==> config.mk <==
export PLATFORM = sky130hd
export DESIGN_NAME = rffim_filter
export DESIGN_NICKNAME = d
export VERILOG_FILES = /design/src/pkg/rffim_pkg.sv /design/src/verilog/rffim_flag_bank.sv /design/src/verilog/rffim_filter.sv
export SDC_FILE = /design/constraint.sdc
export NUM_CORES = 1
export LEC_CHECK = 0
export BUFFER_PORTS_ARGS = -buffer_cell sky130_fd_sc_hd__buf_4
export CAP_MARGIN = 40
export CORE_MARGIN = 4
export CORE_UTILIZATION = 60
export CTS_BUF_LIST = sky130_fd_sc_hd__clkbuf_4 sky130_fd_sc_hd__clkbuf_8 sky130_fd_sc_hd__clkbuf_16
export DETAILED_ROUTE_END_ITERATION = 10
export GPL_ROUTABILITY_DRIVEN = 0
export GPL_TIMING_DRIVEN = 0
export PLACE_DENSITY = 0.86
export SLEW_MARGIN = 10
export SYNTH_ARGS = -nofsm -noshare
export SYNTH_HDL_FRONTEND = slang
export SYNTH_HIERARCHICAL = 1
export SYNTH_SLANG_ARGS = --single-unit
==> constraint.sdc <==
create_clock -name clk -period 6.4 [get_ports clk]
set_input_delay 0.32 -clock clk [delete_from_list [all_inputs] [get_ports clk]]
set_output_delay 0.32 -clock clk [all_outputs]
set_load 0.01 [all_outputs]
==> src/pkg/rffim_pkg.sv <==
/*
   Shared constants and carriers for the receive frame admission filter and
   MAC interrupt mask block. Assumes a byte-wide receive stream and a per-frame
   status word from the receive front end, both on the system clock.
*/
package rffim_pkg;

   // ==========================================================
   // register map (byte addresses on the plain register port)
   localparam logic [7:0]  REG_MASK_SET    = 8'h00;
   localparam logic [7:0]  REG_MASK_CLEAR  = 8'h04;
   localparam logic [7:0]  REG_STAT_RAW    = 8'h08;
   localparam logic [7:0]  REG_STAT_MASKED = 8'h0C;
   localparam logic [7:0]  REG_ADMIT       = 8'h10;
   localparam logic [7:0]  REG_MAC_CONFIG  = 8'h14;
   localparam logic [7:0]  REG_EV_STATUS   = 8'h18;
   localparam logic [7:0]  REG_EV_CLEAR    = 8'h1C;
   localparam logic [7:0]  REG_EV_ENABLE   = 8'h20;
   localparam logic [7:0]  REG_LAST_DESC   = 8'h24;

   // ==========================================================
   // mask registers: bit 1 host error, bit 0 statistics
   localparam int          MASK_HOST_BIT   = 1;
   localparam int          MASK_STAT_BIT   = 0;
   localparam int          MASK_W          = 2;

   // ==========================================================
   // admission enable register fields
   localparam int          ADM_KEEP_FCS    = 30;
   localparam int          ADM_QOS         = 29;
   localparam int          ADM_NOCHAIN     = 28;
   localparam int          ADM_COPY_CTRL   = 24;
   localparam int          ADM_COPY_SHORT  = 23;
   localparam int          ADM_COPY_ERR    = 22;
   localparam int          ADM_COPY_MISS   = 21;
   localparam int          ADM_PROM_LSB    = 16;
   localparam int          ADM_BCAST       = 13;
   localparam int          ADM_BCAST_LSB   = 8;
   localparam int          ADM_MCAST       = 5;
   localparam int          ADM_MCAST_LSB   = 0;
   localparam logic [31:0] ADMIT_RW_MASK   = 32'h71E7_2727;
   localparam logic [31:0] ADMIT_RESET     = 32'h0000_0000;
   localparam int          CFG_PAUSE_BIT   = 3;

   // ==========================================================
   // event status bits
   localparam int          EV_ADMIT        = 0;
   localparam int          EV_FILTER       = 1;
   localparam int          EV_PAUSE        = 2;
   localparam int          EV_TRUNC        = 3;
   localparam int          EV_W            = 4;

   // ==========================================================
   // frame size figures
   localparam logic [15:0] SHORT_LEN       = 16'd64;
   localparam logic [15:0] FCS_BYTES       = 16'd4;
   localparam logic [2:0]  DLY_DEPTH       = 3'd4;

   // ==========================================================
   // carriers
   typedef struct packed {
      logic        valid;
      logic        last;
      logic [7:0]  data;
   } rffim_byte_s;

   typedef struct packed {
      logic        valid;          // one-cycle pulse after the last byte
      logic        is_control;
      logic        is_pause;
      logic        is_broadcast;
      logic        is_multicast;
      logic        hash_match;
      logic        addr_match;
      logic [2:0]  match_channel;
      logic        crc_err;
      logic        align_err;
      logic        code_err;
      logic [15:0] byte_count;     // received bytes including the fcs
   } rffim_frame_s;

   typedef struct packed {
      logic        control;
      logic        errored_runt_flag;
      logic        clean_runt_flag;
      logic        address_miss_flag;
      logic        crc_err;
      logic        align_err;
      logic        code_err;
      logic        truncated;
   } rffim_flags_s;

   typedef struct packed {
      logic         valid;
      logic         admit;
      logic [2:0]   channel;
      rffim_flags_s flags;
      logic [15:0]  packet_len;
      logic [15:0]  buffer_len;
   } rffim_desc_s;

   typedef struct packed {
      logic        valid;
      logic        buf_next;
      logic [7:0]  data;
   } rffim_wr_s;

   typedef struct packed {
      logic        keep_received_fcs;
      logic        rx_qos_enable;
      logic        single_buffer_per_frame;
   } rffim_cfg_s;

endpackage

==> src/verilog/rffim_flag_bank.sv <==
/*
   Small bank of set/clear flags, used for the interrupt masks and for the
   sticky event status. Assumes set and clear vectors are same-clock pulses.
*/
`timescale 1ns/1ps

module rffim_flag_bank #(
   parameter int W = 2
) (
   input  wire logic         clk,
   input  wire logic         arst_n,
   input  wire logic [W-1:0] set_v,
   input  wire logic [W-1:0] clr_v,
   output logic      [W-1:0] q
);
   import rffim_pkg::*;

   typedef struct packed {
      logic [W-1:0] flags;
   } rffim_bank_s;

   rffim_bank_s st;
   rffim_bank_s next_st;

   // ==========================================================
   // set wins over a clear in the same cycle so no event is lost
   always_comb begin
      next_st       = st;
      next_st.flags = (st.flags & ~clr_v) | set_v;
   end

   always_ff @(posedge clk or negedge arst_n) begin
      if (!arst_n) begin
         st <= '0;
      end else begin
         st <= next_st;
      end
   end

   assign q = st.flags;

endmodule // rffim_flag_bank

==> src/verilog/rffim_filter.sv <==
/*
   Receive frame admission filter with MAC interrupt mask set/clear, event
   interrupt and byte write path toward the receive DMA.
   Assumes the receive front end delivers bytes and a frame status pulse on
   clk; the status of a frame arrives before the next frame's first byte.
*/
// Design decisions made here: the plain strobed port and the address map.
// Function
// (RL1) writing one to clear bit 1 disables the host error interrupt
// (RL2) writing one to clear bit 0 disables the statistics interrupt
// (RL3) reading clear bits returns current mask state, same as set register
// (RL4) fcs pass bit zero: drop fcs, exclude it from packet length
// (RL5) fcs pass bit one: write fcs to memory, count it in length
// (RL6) bit 29 enables receive quality of service
// (RL7) no-chaining zero: a frame may span several consecutive buffers
// (RL8) no-chaining one: one buffer per frame, excess data dropped
// (RL9) no-chaining: buffer length reports full frame count up to 65535
// (RL10) control copy one: control frames written, control flag set
// (RL11) control copy zero: control frames not written but still processed
// (RL12) pause frames acted on when pause enabled, whatever control copy says
// (RL13) short copy bit: frames under 64 bytes written or filtered
// (RL14) copied short frames flagged errored runt or clean runt
// (RL15) writable fields reset to zero, reserved bits read zero
// (RL16) error copy bit: errored frames written with flags, or filtered
// (RL17) copy-all: address misses go to promiscuous channel, miss flagged
// (RL18) bits 18-16 select the promiscuous channel
// (RL19) broadcast bit: broadcasts to broadcast channel, or filtered
`timescale 1ns/1ps

module rffim_filter (
   input  wire logic                  clk,
   input  wire logic                  arst_n,
   // register port
   input  wire logic [7:0]            reg_addr,
   input  wire logic [31:0]           reg_wr_data,
   input  wire logic                  reg_wr_en,
   input  wire logic                  reg_rd_en,
   output logic      [31:0]           reg_rd_data,
   // pending sources from the MAC core
   input  wire logic                  host_error_irq_pending,
   input  wire logic                  statistics_irq_pending,
   // receive stream and frame status
   input  wire rffim_pkg::rffim_byte_s  rx_byte,
   input  wire rffim_pkg::rffim_frame_s rx_frame,
   input  wire logic [15:0]           buffer_size,
   // toward the receive DMA
   output rffim_pkg::rffim_wr_s       mem_wr,
   output rffim_pkg::rffim_desc_s     desc,
   output rffim_pkg::rffim_cfg_s      cfg,
   output logic                       pause_act,
   output logic                       mac_irq,
   output logic                       irq
);
   import rffim_pkg::*;

   typedef struct packed {
      logic [31:0]     admit;
      logic            pause_en;
      logic [3:0][7:0] dly;
      logic [2:0]      fill;
      logic [15:0]     buf_cnt;
      logic            drop;
      rffim_wr_s       wr;
      rffim_desc_s     desc;
      rffim_desc_s     last_desc;
      logic            pause_go;
      logic [31:0]     rd_data;
   } rffim_state_s;

   rffim_state_s        st;
   rffim_state_s        next_st;
   logic [MASK_W-1:0]   mask;
   logic [MASK_W-1:0]   mask_set;
   logic [MASK_W-1:0]   mask_clr;
   logic [MASK_W-1:0]   pend;
   logic [EV_W-1:0]     ev_q;
   logic [EV_W-1:0]     ev_set;
   logic [EV_W-1:0]     ev_clr;
   logic [EV_W-1:0]     ev_en;
   logic [EV_W-1:0]     ev_en_set;
   logic [EV_W-1:0]     ev_en_clr;

   // ==========================================================
   // admission fields, decoded from the live register
   logic                keep_fcs;
   logic                nochain;
   logic                copy_ctrl;
   logic                copy_short;
   logic                copy_err;
   logic                copy_miss;
   logic [2:0]          prom_ch;
   logic [2:0]          bcast_ch;
   logic [2:0]          mcast_ch;

   assign keep_fcs   = st.admit[ADM_KEEP_FCS];
   assign nochain    = st.admit[ADM_NOCHAIN];
   assign copy_ctrl  = st.admit[ADM_COPY_CTRL];
   assign copy_short = st.admit[ADM_COPY_SHORT];
   assign copy_err   = st.admit[ADM_COPY_ERR];
   assign copy_miss  = st.admit[ADM_COPY_MISS];
   assign prom_ch    = st.admit[ADM_PROM_LSB +: 3];     // RL18
   assign bcast_ch   = st.admit[ADM_BCAST_LSB +: 3];
   assign mcast_ch   = st.admit[ADM_MCAST_LSB +: 3];
   assign pend       = {host_error_irq_pending, statistics_irq_pending};

   // ==========================================================
   // mask bank: set register enables, clear register disables
   assign mask_set = (reg_wr_en && reg_addr == REG_MASK_SET) ? reg_wr_data[MASK_W-1:0] : '0;
   assign mask_clr = (reg_wr_en && reg_addr == REG_MASK_CLEAR) ?
                     reg_wr_data[MASK_W-1:0] : '0;                 // RL1 RL2

   rffim_flag_bank #(.W(MASK_W)) u_mask (
      .clk    (clk),
      .arst_n (arst_n),
      .set_v  (mask_set),
      .clr_v  (mask_clr),
      .q      (mask)
   );

   // ==========================================================
   // event interrupt: sticky status, write-only clear, enable
   assign ev_clr    = (reg_wr_en && reg_addr == REG_EV_CLEAR) ? reg_wr_data[EV_W-1:0] : '0;
   assign ev_en_set = (reg_wr_en && reg_addr == REG_EV_ENABLE) ? reg_wr_data[EV_W-1:0] : '0;
   assign ev_en_clr = (reg_wr_en && reg_addr == REG_EV_ENABLE) ? ~reg_wr_data[EV_W-1:0] : '0;

   rffim_flag_bank #(.W(EV_W)) u_ev_status (
      .clk    (clk),
      .arst_n (arst_n),
      .set_v  (ev_set),
      .clr_v  (ev_clr),
      .q      (ev_q)
   );

   // enable is plain read/write, reused bank with set and clear from one word
   rffim_flag_bank #(.W(EV_W)) u_ev_enable (
      .clk    (clk),
      .arst_n (arst_n),
      .set_v  (ev_en_set),
      .clr_v  (ev_en_clr),
      .q      (ev_en)
   );

   // ==========================================================
   // next-state: register access, byte path, frame decision
   always_comb begin
      logic          byte_ok;
      logic [7:0]    byte_out;
      logic          short_f;
      logic          err_f;
      logic          ok;
      logic          miss;
      logic [2:0]    ch;
      rffim_desc_s   d;
      byte_ok          = 1'b0;
      byte_out         = '0;
      short_f          = 1'b0;
      err_f            = 1'b0;
      ok               = 1'b0;
      miss             = 1'b0;
      ch               = '0;
      d                = '0;
      next_st          = st;
      next_st.wr       = '0;
      next_st.desc     = '0;
      next_st.pause_go = 1'b0;
      next_st.rd_data  = '0;
      ev_set           = '0;

      // register writes; reserved bits never stored
      if (reg_wr_en) begin
         case (reg_addr)
            REG_ADMIT:      next_st.admit    = reg_wr_data & ADMIT_RW_MASK;  // RL15
            REG_MAC_CONFIG: next_st.pause_en = reg_wr_data[CFG_PAUSE_BIT];
            default:        ;
         endcase
      end

      // reads answer one cycle later, unmapped reads give zero
      if (reg_rd_en) begin
         case (reg_addr)
            REG_MASK_SET,
            REG_MASK_CLEAR:  next_st.rd_data = {30'h0, mask}; // RL3
            REG_STAT_RAW:    next_st.rd_data = {30'h0, pend};
            REG_STAT_MASKED: next_st.rd_data = {30'h0, pend & mask};
            REG_ADMIT:       next_st.rd_data = st.admit; // RL15
            REG_MAC_CONFIG:  next_st.rd_data = {28'h0, st.pause_en, 3'h0};
            REG_EV_STATUS:   next_st.rd_data = {28'h0, ev_q};
            REG_EV_ENABLE:   next_st.rd_data = {28'h0, ev_en};
            REG_LAST_DESC:   next_st.rd_data = {st.last_desc.packet_len,
                                                st.last_desc.flags,
                                                3'h0, st.last_desc.admit,
                                                1'b0, st.last_desc.channel};
            default:         next_st.rd_data = '0;
         endcase
      end

      // byte path; the fcs is held back in a four-byte delay line when dropped
      if (rx_byte.valid) begin
         if (keep_fcs) begin
            byte_ok  = 1'b1; // RL5
            byte_out = rx_byte.data;
         end else begin
            byte_ok  = (st.fill == DLY_DEPTH); // RL4
            byte_out = st.dly[3];
            next_st.dly = {st.dly[2:0], rx_byte.data};
            if (st.fill != DLY_DEPTH) begin
               next_st.fill = st.fill + 3'd1;
            end
         end
         if (st.drop) begin
            byte_ok = 1'b0;
         end else if (byte_ok) begin
            if (st.buf_cnt == buffer_size) begin
               if (nochain) begin
                  byte_ok      = 1'b0; // RL8
                  next_st.drop = 1'b1;
               end else begin
                  next_st.wr.buf_next = 1'b1; // RL7
                  next_st.buf_cnt     = 16'd1;
               end
            end else begin
               next_st.buf_cnt = st.buf_cnt + 16'd1;
            end
         end
         next_st.wr.valid = byte_ok;
         next_st.wr.data  = byte_out;
         // the held fcs bytes are simply never released
         if (rx_byte.last) begin
            next_st.fill    = '0;
            next_st.buf_cnt = '0;
         end
      end

      // frame decision at the status pulse
      if (rx_frame.valid) begin
         short_f = rx_frame.byte_count < SHORT_LEN;
         err_f   = rx_frame.crc_err | rx_frame.align_err | rx_frame.code_err;
         // address stage
         if (rx_frame.is_broadcast) begin
            ok = st.admit[ADM_BCAST]; // RL19
            ch = bcast_ch;
         end else if (rx_frame.is_multicast && rx_frame.hash_match) begin
            ok = st.admit[ADM_MCAST];
            ch = mcast_ch;
         end else if (rx_frame.addr_match && !rx_frame.is_multicast) begin
            ok = 1'b1;
            ch = rx_frame.match_channel;
         end else begin
            ok   = copy_miss; // RL17
            miss = 1'b1;
            ch   = prom_ch; // RL18
         end
         // content stage
         if (rx_frame.is_control && !copy_ctrl) begin
            ok = 1'b0; // RL11
         end
         if (short_f && !copy_short) begin
            ok = 1'b0; // RL13
         end
         if (err_f && !short_f && !copy_err) begin
            ok = 1'b0; // RL16
         end
         d.valid                   = 1'b1;
         d.admit                   = ok;
         d.channel                 = ch;
         d.flags.control           = rx_frame.is_control; // RL10
         d.flags.errored_runt_flag = short_f & err_f; // RL14
         d.flags.clean_runt_flag   = short_f & ~err_f; // RL14
         d.flags.address_miss_flag = miss; // RL17
         d.flags.crc_err           = rx_frame.crc_err; // RL16
         d.flags.align_err         = rx_frame.align_err;
         d.flags.code_err          = rx_frame.code_err;
         d.flags.truncated         = st.drop;
         if (keep_fcs || rx_frame.byte_count < FCS_BYTES) begin
            d.packet_len = rx_frame.byte_count; // RL5
         end else begin
            d.packet_len = rx_frame.byte_count - FCS_BYTES; // RL4
         end
         // single-buffer mode reports the whole frame, not what fitted
         d.buffer_len = nochain ? d.packet_len : // RL9
                        ((d.packet_len > buffer_size) ? buffer_size : d.packet_len);
         next_st.desc      = d;
         next_st.last_desc = d;
         next_st.drop      = 1'b0;
         // pause is acted on even when the frame itself is filtered
         next_st.pause_go  = rx_frame.is_pause & st.pause_en;                // RL12
         ev_set[EV_ADMIT]  = ok;
         ev_set[EV_FILTER] = ~ok;
         ev_set[EV_PAUSE]  = rx_frame.is_pause & st.pause_en;
         ev_set[EV_TRUNC]  = st.drop;
      end
   end

   // ==========================================================
   // single state register
   always_ff @(posedge clk or negedge arst_n) begin
      if (!arst_n) begin
         st       <= '0;
         st.admit <= ADMIT_RESET;                                            // RL15
      end else begin
         st <= next_st;
      end
   end

   // ==========================================================
   // outputs
   assign reg_rd_data                 = st.rd_data;
   assign mem_wr                      = st.wr;
   assign desc                        = st.desc;
   assign pause_act                   = st.pause_go;
   assign cfg.keep_received_fcs       = keep_fcs;
   assign cfg.rx_qos_enable           = st.admit[ADM_QOS];                   // RL6
   assign cfg.single_buffer_per_frame = nochain;
   assign mac_irq                     = |(pend & mask);                      // RL1 RL2
   assign irq                         = |(ev_q & ev_en);

endmodule // rffim_filter

==> results_dict.tcl, run 1 <==
set metrics [dict create \
    outcome "finished clean" \
    antenna_found_initial 0 \
    grt_first_pass_wirelength_um 38130 \
    synth_common_cells "dfrtp_1, buf_4, inv_1" \
    p_leak_nw 6.104 \
    tns_ps 0 \
    design_area_um2 11740 \
    synth_most_common_cell "dfrtp_1" \
    dp.cells 1273 \
    seq_area_frac_synth_pct 51.72 \
    drc_errors 0 \
    ant_nets 0 \
    die_height_um 133.4 \
    fin_ws_ps 2146 \
    finalClockSkew_ps 6.493 \
    cts_made_buffers 17 \
    synth_cell_types 57 \
    highest_layer "met4" \
    nNetsFinal 1204 \
    max-cap-violations 0 \
    ys_seq_elements 195 \
    crit_path_end_kind "register" \
    fin_cells 1306 \
    finalSetupViolations 0 \
    syn_avg_cell_area_um2 10.65 \
    diodes 0 \
    syn_area_um2 9435 \
    crit_fanout 10 \
    synth_top_area_share_pct 51.72 \
    hold_class "in -> reg" \
    cts_tree "yes" \
    dr.pass1.iters 5 \
    viasPerCell 5.521 \
    yosysWarnings 6 \
    root_buffer "clkbuf_16" \
    maxSlewHeadroom_pct 33.49 \
    path_class "reg -> reg" \
    routed_wirelength_um 23640 \
    ios 194 \
    hold_violations 0 \
    crit_arrival_ps 4590 \
    met1_length_um 9569 \
    crit_required_ps 6730 \
    async_reset_ff_share_pct 100.0 \
    place_area_um2 11040 \
    dieWidth_um 133.4 \
    dr_total_vias 7211 \
    syn_to_final_growth_pct 24.39 \
    track_usage_pct 27.17 \
    cts-resized-gates 0 \
    period_minus_slack_ps 4254 \
    coreArea_um2 15310 \
    tightest_slew_ps 972.5 \
    hpwl_um 17240 \
    clk_pin_slew_worst_paths_ps 70 \
    maxSlewViolCount 0 \
    cts_setup_buffers 0 \
    grt_max_degree 115 \
    insertion_delay_ps 430 \
    grt.overflow.total 0 \
    syn_inst 886 \
    fmax_mhz 235.0 \
    yosys.area.top_type "dfrtp_1" \
    wl_met2_um 11900 \
    htreeDepth 4 \
    power_mw 2.966 \
    ys.flop_type "dfrtp_1" \
    drive_gt1_share_pct 32.97 \
    period_share_pct 66.48 \
    wl_per_cell_um 18.10 \
    rsz0062_at_grt "no" \
    worstSetupStartpointType "register" \
    initial_core_util_pct 61.61 \
    clk_path_buf_depth 2 \
    wl_met3_um 1429 \
    grt_pass1_vias 7431 \
    synth_edf_count 0 \
    drtIter0Drc 571 \
    cts_sinks 195 \
    synth_area_leaders "dfrtp_1, buf_4, mux2_2" \
    p_per_area_nw_per_um2 252.7 \
    port_buffers 174 \
    dp_slack_ps 2023 \
    fp-row-count 45 \
    nFillCells 1004 \
    dieArea_um2 17800 \
    peakVddDrop_uv 193.0 \
]
## power by group
part	internal [mW]	total (mW)	switching, mW
combinational	0.203	0.402	0.198
sequential	1.32	1.37	0.0500
clock	0.723	1.19	0.471
## kinds of logic after synthesis
group | after synthesis | share of synthesized area, %
AOI/OAI and AO/OA | 144 | 10.60
xor gates and xnor gates | 24 | 2.307
adders and majority gates | 20 | 2.652
buffers and inverters | 192 | 11.35
DFF | 195 | 51.72
muxes | 80 | 9.163
other | 1 | 0.03974
and+or+nand+nor | 230 | 12.17
## registers in the layout, indices dropped and copies added (netlist names), 4 cells and up
name and count:
reg_rd_data 30, mem_wr 10, desc 45, u_ev_enable/q 4, u_ev_status/q 4, st 83
## per-layer routing
layer | up-vias | GRT usage, %
li1 | 3328 | -
met1 | 3501 | 34.67
met2 | 323 | 46.90
met3 | 59 | 4.834
met4 | 0 | 9.714
met5 | - | 0
## stage by stage
step | util, % | hold WS [ps]
3_3_place_gp | 71.89 | 438.4
2_1_floorplan | - | 24.41
5_1_grt | 76.63 | 116.9
3_5_place_dp | 72.12 | 353.3
4_1_cts | 76.63 | 115.2
6_report | 76.63 | 126.3
## cell type report
cell class | instances | area (um2) | share of cell area (%)
Buffer | 119 | 797.0 | 6.791
Clock buffer | 19 | 452.9 | 3.859
Clock inverter | 12 | 219.0 | 1.866
Inverter | 73 | 274.0 | 2.335
Multi-Input combinational cell | 500 | 3488 | 29.72
Sequential cell | 195 | 4880 | 41.58
Tap cell | 211 | 264.0 | 2.249
Timing Repair Buffer | 177 | 1361 | 11.60
## timing repair
| item | CTS | global route |
|---|---|---|
| endpoints found under the hold margin | 82 | 0 |
| hold buffers | 2 | 0 |
| endpoints found under the setup margin | 0 | 0 |
## path summary, 6_finish.rpt
kind                                           to  slack [ps]  depth (start not counted)               start
max                            desc[12]$_DFF_PN0_        2150                         12  cfg[2]$_DFFE_PN0P_
min                        prom_ch[0]$_DFFE_PN0P_         130                          2     reg_wr_data[16]
max reg2reg                    desc[12]$_DFF_PN0_        2150                         12  cfg[2]$_DFFE_PN0P_
min reg2reg                    st[57]$_DFFE_PN0P_         490                          1  st[57]$_DFFE_PN0P_
max in group asynchronous      desc[15]$_DFF_PN0_        4960                          3              arst_n
min in group asynchronous      desc[25]$_DFF_PN0_         480                          2              arst_n
## worst max-delay path: stages (launching register included)
cell and delay [ps]:
dfrtp_1 390, buf_6 140, or4b_4 500, a211o_1 360, or3_4 360, xnor2_2 150
ha_1 290, nand4_1 130, nor3_1 80, a221o_1 330, o31ai_2 680, buf_2 440
mux2i_1 300
## cell usage in the layout (no fill, tap or decap), drive strengths merged, types with 4 or more instances in the layout
cell	count
a21o	35
xor2	4
inv	77
ha	20
a211oi	9
a21oi	17
nor2b	9
nand2	52
nand3	17
mux2i	29
bufinv	5
mux2	51
o21ai	29
nand4	13
a22o	14
and2	8
nor3	16
and3	20
or4	4
dfrtp	195
a21boi	6
o2bb2ai	4
a22oi	13
xnor2	20
nor2	69
clkbuf	41
nand2b	6
nor4	7
buf	272
Note: power is estimated with default switching activity, not from simulation.
==> run 2, diff against run 1 <==
--- a/config.mk
+++ b/config.mk
@@ -8,12 +8,12 @@
 export BUFFER_PORTS_ARGS = -buffer_cell sky130_fd_sc_hd__buf_4
 export CAP_MARGIN = 40
 export CORE_MARGIN = 4
-export CORE_UTILIZATION = 60
+export CORE_UTILIZATION = 55
 export CTS_BUF_LIST = sky130_fd_sc_hd__clkbuf_4 sky130_fd_sc_hd__clkbuf_8 sky130_fd_sc_hd__clkbuf_16
 export DETAILED_ROUTE_END_ITERATION = 10
 export GPL_ROUTABILITY_DRIVEN = 0
 export GPL_TIMING_DRIVEN = 0
-export PLACE_DENSITY = 0.86
+export PLACE_DENSITY = 0.8
 export SLEW_MARGIN = 10
 export SYNTH_ARGS = -nofsm -noshare
 export SYNTH_HDL_FRONTEND = slang
==> constraint.sdc (replaced) <==
create_clock -name clk -period 4.1 [get_ports clk]
set_input_delay 0.205 -clock clk [delete_from_list [all_inputs] [get_ports clk]]
set_output_delay 0.205 -clock clk [all_outputs]
set_load 0.01 [all_outputs]
==> run 2 against run 1 <==
Effect of this change:
- highest routed layer unchanged
- setup slack worse by 2000 ps
- total power up 50%
- routed wire length down 2.5%
- flip-flop and latch count unchanged
- clock power up 42%
- largest cell class unchanged
- via count down 1.7%
- register-to-register slack worse by 2000 ps
- final area about the same
- clock-buffer cell count up 1
==> results_dict.tcl, run 2 (synthesis results as in run 1) <==
set metrics [dict create \
    outcome "finished clean" \
    p_per_area_nw_per_um2 379.2 \
    htreeDepth 4 \
    viasPerCell 5.373 \
    cts_setup_buffers 0 \
    maxSlewViolCount 0 \
    cts_made_buffers 17 \
    drtIter0Drc 467 \
    grt_pass1_vias 7328 \
    wl_per_cell_um 17.48 \
    max-cap-violations 0 \
    dieWidth_um 139.0 \
    period_minus_slack_ps 3973 \
    crit_required_ps 4440 \
    ant_nets 0 \
    fin_ws_ps 126.8 \
    period_share_pct 96.91 \
    ios 194 \
    nNetsFinal 1208 \
    drive_gt1_share_pct 32.85 \
    track_usage_pct 24.50 \
    grt_max_degree 104 \
    fmax_mhz 251.7 \
    insertion_delay_ps 430 \
    tns_ps 0 \
    rsz0062_at_grt "no" \
    cts_tree "yes" \
    ff2ff_path_depth 12 \
    dp_slack_ps -191.3 \
    r2r-end "desc[12]$_DFF_PN0_" \
    fp-row-count 47 \
    clk_pin_slew_worst_paths_ps 70 \
    root_buffer "clkbuf_16" \
    tightest_slew_ps 916.3 \
    routed_wirelength_um 23060 \
    dr_total_vias 7087 \
    diodes 0 \
    initial_core_util_pct 56.50 \
    regMostFlops "st" \
    p_leak_nw 6.089 \
    crit_fanout 10 \
    maxSlewHeadroom_pct 37.34 \
    nFillCells 1223 \
    reg2reg_slack_ps 130 \
    power_mw 4.448 \
    finalSetupViolations 0 \
    hold_violations 0 \
    finalClockSkew_ps 14.63 \
    drc_errors 0 \
    worstSetupStartpointType "register" \
    die_height_um 139.0 \
    fin_util_pct 70.23 \
    final_common_cell "buf_4" \
    antenna_found_initial 0 \
    coreArea_um2 16700 \
    hp-start "rx_byte[6]" \
    design_area_um2 11730 \
    port_buffers 174 \
    dr.pass1.iters 5 \
    peakVddDrop_uv 336.5 \
    layout_common_cells "buf_4, dfrtp_1, inv_1" \
    holdPathStages 2 \
    r2r_start "cfg[2]$_DFFE_PN0P_" \
    clk_path_buf_depth 2 \
    grt_first_pass_wirelength_um 37720 \
    largest_reg_flops 83 \
    place_area_um2 11060 \
    layout.area.seq_um2 4880 \
    crit_arrival_ps 4310 \
    syn_to_final_growth_pct 24.31 \
    grt.overflow.total 0 \
    crit_path_end_kind "register" \
    path_class "reg -> reg" \
    multiInputGateArea_um2 3497 \
    hold_class "in -> reg" \
    hpwl_um 17200 \
    dieArea_um2 19310 \
    cts_sinks 195 \
    hold_end "st[159]$_DFFE_PN0P_" \
]
[run 2: power by group]
group	internal (mW)	switching, mW
registers	2.06	0.0736
clock network	0.943	0.743
logic	0.321	0.305
total	3.33	1.12
[run 2: worst max path at each step]
stage          slack [ps]                from                 end
2_1_floorplan         430  cfg[2]$_DFFE_PN0P_  desc[10]$_DFF_PN0_
3_3_place_gp         -190         rx_frame[2]  desc[12]$_DFF_PN0_
3_5_place_dp         -190         rx_frame[2]  desc[12]$_DFF_PN0_
4_1_cts               110  cfg[2]$_DFFE_PN0P_  desc[12]$_DFF_PN0_
5_1_grt                10  cfg[2]$_DFFE_PN0P_  desc[12]$_DFF_PN0_
6_report              130  cfg[2]$_DFFE_PN0P_  desc[12]$_DFF_PN0_
[run 2: worst max-delay path: stages (launching register included)]
cell	delay, ps
dfrtp_1	390
buf_6	140
or4b_4	490
a211o_1	350
or3_4	360
xnor2_2	150
ha_1	290
nand4_1	130
nor3_1	80
a221o_1	360
o31ai_4	480
clkbuf_4	380
mux2i_1	260
[run 2: per-layer routing]
| layer | wire (um) | track usage (%) |
|---|---|---|
| met1 | 9354 | 31.51 |
| met2 | 11600 | 41.93 |
| met3 | 1557 | 5.586 |
| met4 | 548 | 6.849 |
| met5 | 0 | 0 |
[run 2: stage by stage]
stage,hold WS [ps],cells
after floorplan,-90.59,887
after global placement,333.6,1281
after detailed placement,273.0,1282
after CTS,0.6803,1318
after global routing,5.656,1319
final,14.75,1319
[run 2: final cells by class]
class / instances / share of cell area [%]
clock inverters: 11 / 1.259
well taps: 220 / 2.347
repair buffers: 181 / 11.95
inverters: 73 / 2.336
flip-flops and latches: 195 / 41.60
clock buffers: 20 / 3.872
multi-input cells: 500 / 29.82
plain buffers: 119 / 6.817
[run 2: what timing repair did]
item	CTS	global route
setup endpoints to repair	10	1
endpoints found under the hold margin	96	1
gates resized for setup	1	1
hold buffers	5	1
==> run 3, diff against run 2 <==
--- a/config.mk
+++ b/config.mk
@@ -14,6 +14,7 @@
 export GPL_ROUTABILITY_DRIVEN = 0
 export GPL_TIMING_DRIVEN = 0
 export PLACE_DENSITY = 0.8
+export SETUP_SLACK_MARGIN = 0.5
 export SLEW_MARGIN = 10
 export SYNTH_ARGS = -nofsm -noshare
 export SYNTH_HDL_FRONTEND = slang
==> run 3 against run 2 <==
Effect of this change:
- cell count grew 1.2%
- via count grew 0.35%
- final area grew 1.4%
- critical endpoint is now desc[13]$_DFF_PN0_
- highest routed layer unchanged
==> results_dict.tcl, run 3 (synthesis results as in run 1) <==
set metrics [dict create \
    outcome "finished clean" \
    period_share_pct 86.06 \
    initial_core_util_pct 56.50 \
    track_usage_pct 23.95 \
    cpMaxStageDelayCell "or4b_4" \
    regMostFlops "st" \
    dr_total_vias 7112 \
    dieWidth_um 139.0 \
    insertion_delay_ps 430 \
    fin_util_pct 71.20 \
    routed_wirelength_um 23490 \
    syn_to_final_growth_pct 26.03 \
    viasPerCell 5.327 \
    dieArea_um2 19310 \
    path_buf_inv 2 \
    nNetsFinal 1223 \
    hold_violations 0 \
    nFillCells 1265 \
    hpwl_um 16980 \
    root_buffer "clkbuf_16" \
    crit_arrival_ps 3840 \
    cts_made_buffers 17 \
    cp_top_family "simple AND/OR/NAND/NOR gates" \
    largest_reg_flops 83 \
    wl_per_cell_um 17.59 \
    fp-row-count 47 \
    finalSetupViolations 0 \
    maxSlewHeadroom_pct 46.86 \
    coreArea_um2 16700 \
    fmax_mhz 283.4 \
    antenna_found_initial 1 \
    drive_gt1_share_pct 34.20 \
    tns_ps 0 \
    crit_path_end_kind "register" \
    drtIter0Drc 503 \
    ios 194 \
    finalClockSkew_ps 11.43 \
    tightest_slew_ps 792.7 \
    grt_first_pass_wirelength_um 36870 \
    cts_sinks 195 \
    path_class "reg -> reg" \
    layout_common_cells "buf_4, dfrtp_1, inv_1" \
    max-cap-violations 0 \
    die_height_um 139.0 \
    clk_pin_slew_worst_paths_ps 80 \
    clk_path_buf_depth 2 \
    period_minus_slack_ps 3528 \
    cts_tree "yes" \
    ant_nets 0 \
    maxSlewViolCount 0 \
    htreeDepth 4 \
    final_common_cell "buf_4" \
    hold_class "in -> reg" \
    grt_max_degree 110 \
    peakVddDrop_uv 343.1 \
    grt_pass1_vias 7111 \
    crit_required_ps 4410 \
    grt.overflow.total 0 \
    crit_fanout 5 \
    crit_chain "buf_6, or4b_4, a211o_1, or3_4, xnor2_4, ha_4, nand4_1, nor3_2, a221o_1, o31ai_4, buf_4, mux2_2" \
    rsz0062_at_grt "yes" \
    slowest_delay_ps 490 \
    port_buffers 174 \
    drc_errors 0 \
    dr.pass1.iters 7 \
    p_per_area_nw_per_um2 372.1 \
    p_leak_nw 6.164 \
    worstSetupStartpointType "register" \
]
run 3: timing repair:
item | 4_1_cts | 5_1_grt
gates resized for setup | 2 | 10
pin swaps | 2 | 9
hold buffers | 5 | 3
setup endpoints to repair | 12 | 16
hold endpoints to repair | 90 | 3
buffers inserted | 4 | 8
run 3: area by class of cell:
| class | instances | area, um2 | area share, % |
|---|---|---|---|
| diodes | 1 | 2.502 | 0.02104 |
| plain buffers | 119 | 803.3 | 6.755 |
| clock buffers | 18 | 432.9 | 3.641 |
| clock inverters | 13 | 143.9 | 1.210 |
| inverters | 73 | 274.0 | 2.304 |
| multi-input cells | 500 | 3557 | 29.91 |
| flip-flops and latches | 195 | 4880 | 41.04 |
| well taps | 220 | 275.3 | 2.315 |
| repair buffers | 196 | 1523 | 12.81 |
run 3: metrics by stage:
stage	power [mW]	worst slack (ps)	area (um2)	hold WS, ps	cells
final	4.425	571.6	11890	12.32	1335
after floorplan	2.496	574.3	9448	-90.59	887
after CTS	4.439	519.0	11740	1.542	1323
after global routing	4.612	454.8	11890	3.682	1335
after detailed placement	2.790	41.34	11070	251.5	1283
after global placement	2.763	51.07	11030	323.7	1281
run 3: per-layer routing:
layer / track usage [%] / up-vias / routed length [um]
met4: 7.312 / 0 / 501
li1: - / 3356 / -
met5: 0 / - / 0
met3: 5.207 / 37 / 1604
met1: 30.79 / 3435 / 9497
met2: 40.88 / 284 / 11880
run 3: final timing paths:
path | cells past startpoint | from | endpoint | slack, ps
worst max-delay path | 12 | cfg[2]$_DFFE_PN0P_ | desc[13]$_DFF_PN0_ | 570
worst min-delay path | 2 | reg_wr_data[8] | bcast_ch[0]$_DFFE_PN0P_ | 10
worst max register to register | 12 | cfg[2]$_DFFE_PN0P_ | desc[13]$_DFF_PN0_ | 570
worst min register to register | 1 | st[60]$_DFFE_PN0P_ | st[60]$_DFFE_PN0P_ | 480
max in group asynchronous | 3 | arst_n | desc[14]$_DFF_PN0_ | 2770
min in group asynchronous | 2 | arst_n | desc[27]$_DFF_PN0_ | 380
run 3: power breakdown:
group / switching, mW / leakage [nW] / total [mW] / internal (mW)
clock: 0.780 / 0.285 / 1.65 / 0.868
combinational: 0.309 / 3.33 / 0.641 / 0.332
sequential: 0.0755 / 2.55 / 2.14 / 2.06
